`config.mk`:
```
export PLATFORM = sky130hd
export DESIGN_NAME = crc_word_step
export DESIGN_NICKNAME = d
export VERILOG_FILES = /design/src/rtl/crc_chk_pkg.sv /design/src/rtl/crc_word_step.sv
export SDC_FILE = /design/constraint.sdc
export NUM_CORES = 1
export LEC_CHECK = 0
export BUFFER_PORTS_ARGS = -buffer_cell sky130_fd_sc_hd__buf_2
export CORE_ASPECT_RATIO = 1.25
export CORE_MARGIN = 1.5
export CORE_UTILIZATION = 55
export DETAILED_ROUTE_END_ITERATION = 6
export PLACE_DENSITY = 0.93
export SETUP_SLACK_MARGIN = 0.2
export SYNTH_ARGS = -nofsm -noshare
export SYNTH_HDL_FRONTEND = slang
export SYNTH_SLANG_ARGS = --single-unit
```
`constraint.sdc`:
```
create_clock -name vclk -period 3.9
set_input_delay 0.195 -clock vclk [all_inputs]
set_output_delay 0.195 -clock vclk [all_outputs]
set_load 0.005 [all_outputs]
```
`src/rtl/crc_chk_pkg.sv`:
```
package crc_chk_pkg;

   localparam int WORD_W = 32;
   localparam int CRC_W = 32;
   localparam int CRC_W_LEGACY = 16;
   localparam logic [31:0] CRC_POLY = 32'h04C11DB7;
   localparam logic [15:0] CRC_POLY_LEGACY = 16'h8005;

   localparam int EMR_W = 67;
   localparam int EMR_W_LEGACY = 46;
   localparam int INJ_W = 32;

   localparam int IR_W = 10;
   localparam logic [IR_W-1:0] READ_MSG_IR = 10'h017;
   localparam logic [IR_W-1:0] FAULT_INJ_IR = 10'h015;

   // detection clock is ref clock / 2^n, n = code + 1
   localparam logic [3:0] DIV_EXP_OFS = 4'h1;
   localparam logic [5:0] LOW_MIN_TICKS = 6'h20;

   localparam logic [4:0] ETYPE_NONE = 5'h00;
   localparam logic [4:0] ETYPE_SINGLE = 5'h01;
   localparam logic [4:0] ETYPE_DOUBLE = 5'h02;
   localparam logic [4:0] ETYPE_TRIPLE = 5'h03;
   localparam logic [4:0] ETYPE_QUAD = 5'h04;
   localparam logic [4:0] ETYPE_OTHER = 5'h1F;

   typedef struct packed
   {
      logic [31:0] syndrome;
      logic [15:0] frame;
      logic [9:0] byte_pos;
      logic [2:0] bit_pos;
      logic rsvd;
      logic [4:0] etype;
   } emr_t;

   typedef struct packed
   {
      logic req;
      logic [1:0] len_m1;
      logic [15:0] frame;
      logic [9:0] byte_pos;
      logic [2:0] bit_pos;
   } inj_t;

   typedef struct packed
   {
      logic capture;
      logic shift;
      logic update;
      logic tdi;
   } jtag_ctl_t;

   typedef struct packed
   {
      logic capture;
      logic shift;
   } user_ctl_t;

endpackage

```
`src/rtl/crc_word_step.sv`:
```
`timescale 1ns/1ps
`default_nettype none

// one word of a zero-seeded crc, msb first; no final xor keeps it linear
module crc_word_step
   import crc_chk_pkg::*;
#(
   parameter int W = CRC_W,
   parameter logic [W-1:0] POLY = CRC_POLY[W-1:0]
)
(
   input wire logic [W-1:0] crc_in,
   input wire logic [WORD_W-1:0] data_in,
   output logic [W-1:0] crc_out
);

   logic [W-1:0] c;
   logic fb;

   always_comb
   begin
      c = crc_in;
      fb = 1'b0;
      for (int i = WORD_W - 1; i >= 0; i--)
      begin
         fb = c[W-1] ^ data_in[i];
         c = {c[W-2:0], 1'b0} ^ ({W{fb}} & POLY);
      end
      crc_out = c;
   end

endmodule

`default_nettype wire

```
# After elaboration in Yosys (flattened, before gate mapping)
# Cells that the tools add are included.
# W data, S select, Z words.
# op_classes
n_addsub	0
n_mul	0
div_mod_pow	0
order_cmp	0
eq_ne	0
n_shift	0
n_mux	0
bitwise_logic	64
reduce_logical	0
# ops
cell	count
$xor A32 B27 Y32	32
$xor A1 B1 Y1	32
# totals
regBits	0
latchBits	0
ram_bits	0
romBits	0
in_bits	64
output_inout_bits	32
elab_cells	64
n_memories	0

# Depth between registers and ports, before layout
# Gate-level depths: netlist of run 1.
# depth
word_depth	64
ltp_mapped	9
mapped_depth_nobuf	8

# Worst setup path before layout of run 1
# No wires, ideal clock.
# synth_timing
kind	in2out
from	input port data_in[21]
to	output port crc_out[10]
arrival_time_ns	3.217
required_ns	3.705
path_slack_ns	0.488
path_stages	8
n_path_buf	0
cell_sequence	xnor2_1 > xnor3_2 > xor2_4 > xnor3_2 > xnor2_4 > xnor3_2 > xnor3_2 > xnor3_1
# synth_via
elab_chain_cells	26
word_cells_on_any_way	32
cone_classes	bitwise (32)
# synth_rtl
item	line_no	text
from (decl)	crc_word_step.sv:13	input wire logic [WORD_W-1:0] data_in,
$xor A1 B1 Y1 (*)	crc_word_step.sv:26	fb = c[W-1] ^ data_in[i];
$xor A32 B27 Y32 (*) (6 in a row)	crc_word_step.sv:27	c = {c[W-2:0], 1'b0} ^ ({W{fb}} & POLY);
$xor A1 B1 Y1 or $xor A32 B27 Y32 (tied branches)	crc_word_step.sv:26, crc_word_step.sv:27	
$xor A32 B27 Y32 (*) (6 in a row)	crc_word_step.sv:27	
$xor A1 B1 Y1 or $xor A32 B27 Y32 (tied branches)	crc_word_step.sv:26, crc_word_step.sv:27	
$xor A32 B27 Y32 (*) (6 in a row)	crc_word_step.sv:27	
$xor A1 B1 Y1 or $xor A32 B27 Y32 (tied branches)	crc_word_step.sv:26, crc_word_step.sv:27	
$xor A32 B27 Y32 (*) (4 in a row)	crc_word_step.sv:27	
to (decl)	crc_word_step.sv:14	output logic [W-1:0] crc_out
# Mark *: on every way between the ends. The rest lies on a longest branch, timed or not.

# Worst setup path after layout of run 1
# layout_timing
from	input port crc_in[27]
to	output port crc_out[12]
# layout_via
elab_chain_cells	37
word_cells_on_any_way	47
cone_classes	bitwise (47)
# layout_rtl
item	line_no	text
from (decl)	crc_word_step.sv:12	input wire logic [W-1:0] crc_in,
$xor A32 B27 Y32 (*) (4 in a row)	crc_word_step.sv:27	
$xor A1 B1 Y1 (*)	crc_word_step.sv:26	
$xor A32 B27 Y32 (*) (6 in a row)	crc_word_step.sv:27	
$xor A1 B1 Y1 or $xor A32 B27 Y32 (tied branches)	crc_word_step.sv:26, crc_word_step.sv:27	
$xor A32 B27 Y32 (*) (6 in a row)	crc_word_step.sv:27	
$xor A1 B1 Y1 or $xor A32 B27 Y32 (tied branches)	crc_word_step.sv:26, crc_word_step.sv:27	
$xor A32 B27 Y32 (*) (6 in a row)	crc_word_step.sv:27	
$xor A1 B1 Y1 or $xor A32 B27 Y32 (tied branches)	crc_word_step.sv:26, crc_word_step.sv:27	
$xor A32 B27 Y32 (*) (9 in a row)	crc_word_step.sv:27	
$xor A1 B1 Y1	crc_word_step.sv:26	
$xor A32 B27 Y32 (*)	crc_word_step.sv:27	
# Marks and branches as above.

==> results of run 1 <==
-- critical path, delay by kind of cell --
kind / cells / cell delay, ns
buf+inv: 3 / 0.45
xor+xnor: 7 / 2.85
-- layout by cell type (no fill, tap or decap), drive strengths merged --
master    n
xor2     43
xnor3    55
buf     157
xnor2   146
inv       1
xor3      4
-- per-stage QoR --
step	cells	worst slack, ns
CTS	461	0.202
global route	488	0.118
detailed placement	459	0.137
floorplan	252	0.488
finish	488	0.202
global placement	459	0.203
-- cells in the mapped netlist, types with 3 or more instances --
cell       n
xnor2_1  122
xnor2_2   15
xnor2_4    9
xnor3_1   41
xnor3_2   14
xor2_1    36
xor2_2     6
xor3_1     3
-- worst min-delay path by stage --
| stage | end | from | slack [ns] | cells after the start |
|---|---|---|---|---|
| floorplan | crc_out[27] | data_in[17] | 0.95 | 5 |
| global placement | crc_out[22] | data_in[22] | 1.27 | 6 |
| detailed placement | crc_out[27] | data_in[17] | 1.27 | 7 |
| CTS | crc_out[27] | data_in[17] | 1.29 | 7 |
| global route | crc_out[27] | data_in[17] | 1.33 | 7 |
| finish | crc_out[27] | data_in[17] | 1.24 | 7 |
-- what timing repair did --
| item | CTS | global route |
|---|---|---|
| setup buffers | 2 | 27 |
| endpoints found under the setup margin | 7 | 16 |
| pin swaps | 1 | 17 |
| resized for setup | 2 | 14 |
| gates cloned | 0 | 0 |
-- cell type report --
class | count | area, µm²
inverters | 1 | 3.75
well taps | 82 | 103
repair buffers | 157 | 951
multi-input cells | 248 | 3490
fillers | 316 | 1310
-- cell families after synthesis --
kind of cell / Yosys count / share of synthesized area [%]
xor gates and xnor gates: 248 / 99.2
buffers and inverters: 4 / 0.814
-- metal layers --
layer  vias up  routed length, µm  track usage [%]
met3        22                486             1.90
met5         -                  0                0
met1      1174               3450             30.6
li1       1121                  -                -
met4         0                293             5.97
met2       117               5240             49.1
==> results.toml, run 1 <==
[outcome]
outcome = "completed"

[timing]
slew_violations = 0
fin_crit_sh_pct = 94.8
max-slew-margin-rel_pct = 62.7
fin_hold_ws_ns = 1.24
period_needed_ns = 3.70
max_freq_ghz = 0.270
worst_pin_slew_ns = 0.556
hold_viol = 0
rsz0062_at_grt = "yes"
setup_viol = 0
setup_tns_ns = 0

[placement]
dpl_cell_area_um2 = 4180
io_buffers = 96
dp_hpwl_um = 6970
gp_congestion = 0.930

[final_layout]
n_antenna_cell = 0
final_area_um2 = 4550
register_area_um2 = 0
final.clkbuf_count = 0
post-route-util_pct = 77.7
areaGrowthSynthToFinish_pct = 34.5
final_net_count = 472
drive_gt1_share_pct = 52.0
seq_cell_count = 0

[floorplan]
row_count = 31
initial_core_util_pct = 57.7
die_h_um = 90.7
io_pins = 96
die_w_um = 73.1
core_area_um2 = 5860
die_area_um2 = 6630

[worst_setup_path]
path_cells = "buf_2 > xnor2_4 > xnor3_2 > buf_4 > xor3_1 > xor2_4 > xor3_1 > xor2_2 > xnor3_1 > buf_2"
crit_path_start = "crc_in[27]"
required_ns = 3.70
crit_end = "crc_out[12]"
critPathKind = "input port to primary output"
end_kind = "primary output"
startpoint_type = "input port"
crit_slowest_cell = "xnor3_2"
cp.arrival_ns = 3.50
critPathMaxStageDelay_ns = 0.55
crit_fanout = 6

[clock_network]
cts-hold-fix-buffers = 0

[drt]
wl_per_cell_um = 19.4
dr_total_vias = 2434
wirelength_um = 9470
ant_nets = 0
avgViaCountPerCell = 4.99
drc = 0
dr.pass1.iters = 4
drt-initial-drc-count = 132

[yosys]
synth_seq_area_share_pct = 0
synth_area_um2 = 3380
syn_inst = 252
yosys.area.top_type_share_pct = 31.6
yosys.area.top_type = "xnor2_1"
synth.distinct_cells = 14
synth.area.top_cells = "xnor2_1, xnor3_1, xnor3_2"
yosys_warnings = 0
syn_nets = 316
avgSynthCellArea_um2 = 13.4

[grt]
grtUsageTotal_pct = 25.8
grt_pass1_wl_um = 12800
grt.overflow.total = 0
grt_pass1_vias = 2454
grt_max_degree = 8
antenna_found_initial = 0

[job]
maxCapViolCount = 0

[hold_path]
hold_path.class = "input port to primary output"
Power of run 1 is not shown: default switching activity piles up to over one toggle a cycle in this logic, so the estimate is an artifact.
==> run 2, diff against run 1 <==
--- a/config.mk
+++ b/config.mk
@@ -6,6 +6,7 @@
 export NUM_CORES = 1
 export LEC_CHECK = 0
 export BUFFER_PORTS_ARGS = -buffer_cell sky130_fd_sc_hd__buf_2
+export CAP_MARGIN = 20
 export CORE_ASPECT_RATIO = 1.25
 export CORE_MARGIN = 1.5
 export CORE_UTILIZATION = 55
@@ -15,3 +16,4 @@
 export SYNTH_ARGS = -nofsm -noshare
 export SYNTH_HDL_FRONTEND = slang
 export SYNTH_SLANG_ARGS = --single-unit
+export TNS_END_PERCENT = 10
==> constraint.sdc (replaced) <==
create_clock -name vclk -period 3.9
set_input_delay 0.39 -clock vclk [all_inputs]
set_output_delay 0.39 -clock vclk [all_outputs]
set_load 0.005 [all_outputs]
==> results.toml, run 2 (same netlist as run 1, synthesis figures left out) <==
[drt]
ant_nets = 0
dr.pass1.iters = 4
drc = 0
drt-initial-drc-count = 141
dr_total_vias = 2767
wl_per_cell_um = 24.5
wirelength_um = 12800
avgViaCountPerCell = 5.29

[grt]
grt_pass1_wl_um = 17400
grt_max_degree = 8
grtUsageTotal_pct = 35.9
grt_pass1_vias = 3089
antenna_found_initial = 0
grt.overflow.total = 0

[job]
maxCapViolCount = 0

[placement]
dp_hpwl_um = 7790
io_buffers = 96
dpl.cell_count = 494
gp_congestion = 0.976

[floorplan]
die_w_um = 73.1
core_area_um2 = 5860
die_area_um2 = 6630
io_pins = 96
row_count = 31
initial_core_util_pct = 57.7
die_h_um = 90.7

[timing]
period_needed_ns = 3.99
slew_violations = 0
hold_viol = 0
setup_ws_ns = -0.0886
setup_viol = 9
worst_pin_slew_ns = 0.524
fin_crit_sh_pct = 102
max_freq_ghz = 0.251
rsz0062_at_grt = "yes"
max-slew-margin-rel_pct = 64.8

[final_layout]
layout_common_cells = "xnor2_1, buf_2, buf_4"
drive_gt1_share_pct = 62.8
final_common_cell = "xnor2_1"
n_antenna_cell = 0
final.clkbuf_count = 0
fin_cells = 523
final_net_count = 507
areaGrowthSynthToFinish_pct = 55.4
seq_cell_count = 0
register_area_um2 = 0

[worst_setup_path]
cp.arrival_ns = 3.60
startpoint_type = "input port"
required_ns = 3.51
critPathMaxStageDelay_ns = 0.45
end_kind = "primary output"
critPathKind = "input port to primary output"
crit_fanout = 4
path_cells = "buf_2 > xnor2_4 > xnor2_4 > xnor3_2 > xnor3_2 > buf_4 > buf_4 > xnor2_2 > xor2_1 > xnor3_1 > xnor2_1 > buf_2"
crit_slowest_cell = "xnor3_1"

[outcome]
violations = "setup timing"
outcome = "finished with violations"

[clock_network]
cts-hold-fix-buffers = 0

[hold_path]
hold_path.class = "input port to primary output"
==> run 2: final timing paths <==
path                    start           to  slack, ns  cells after the start
setup / recovery  data_in[25]  crc_out[15]      -0.09                     12
hold / removal    data_in[17]  crc_out[27]       1.67                      7
==> run 2: metrics by stage <==
stage | utilization, % | hold slack [ns] | area (µm²) | setup WS, ns | TNS (ns)
global placement | 77.8 | 1.67 | 4560 | -0.0521 | -0.239
finish | 89.7 | 1.67 | 5250 | -0.0886 | -0.479
detailed placement | 77.8 | 1.68 | 4560 | -0.126 | -1.10
CTS | 87.1 | 1.66 | 5100 | 0.0123 | 0
global route | 89.7 | 1.70 | 5250 | -0.192 | -1.49
floorplan | - | 1.33 | 3470 | 0.161 | 0
==> run 2: worst max-delay path: cells and delay by family <==
kind	cells	cell delay (ns)
buf+inv	4	0.63
xor+xnor	8	2.57
==> run 2: final cells by class <==
| class | instances | area [µm²] |
|---|---|---|
| Multi-Input combinational cell | 248 | 3760 |
| Inverter | 1 | 3.75 |
| Tap cell | 82 | 103 |
| Fill cell | 225 | 604 |
| Timing Repair Buffer | 192 | 1380 |
==> run 2: metal layers <==
metal  up-vias  part of all wire [%]  global-route usage [%]
met4         0                   7.7                    17.8
met3        68                   5.0                    3.46
li1       1194                     -                       -
met1      1352                    33                    39.6
met2       153                    54                    66.1
met5         -                     0                       0
==> run 2: timing repair <==
item	CTS	global route
setup buffers	21	8
resized for setup	68	13
pin swaps	45	18
setup endpoints to repair	28	29
Power of run 2 is left out for the same reason.
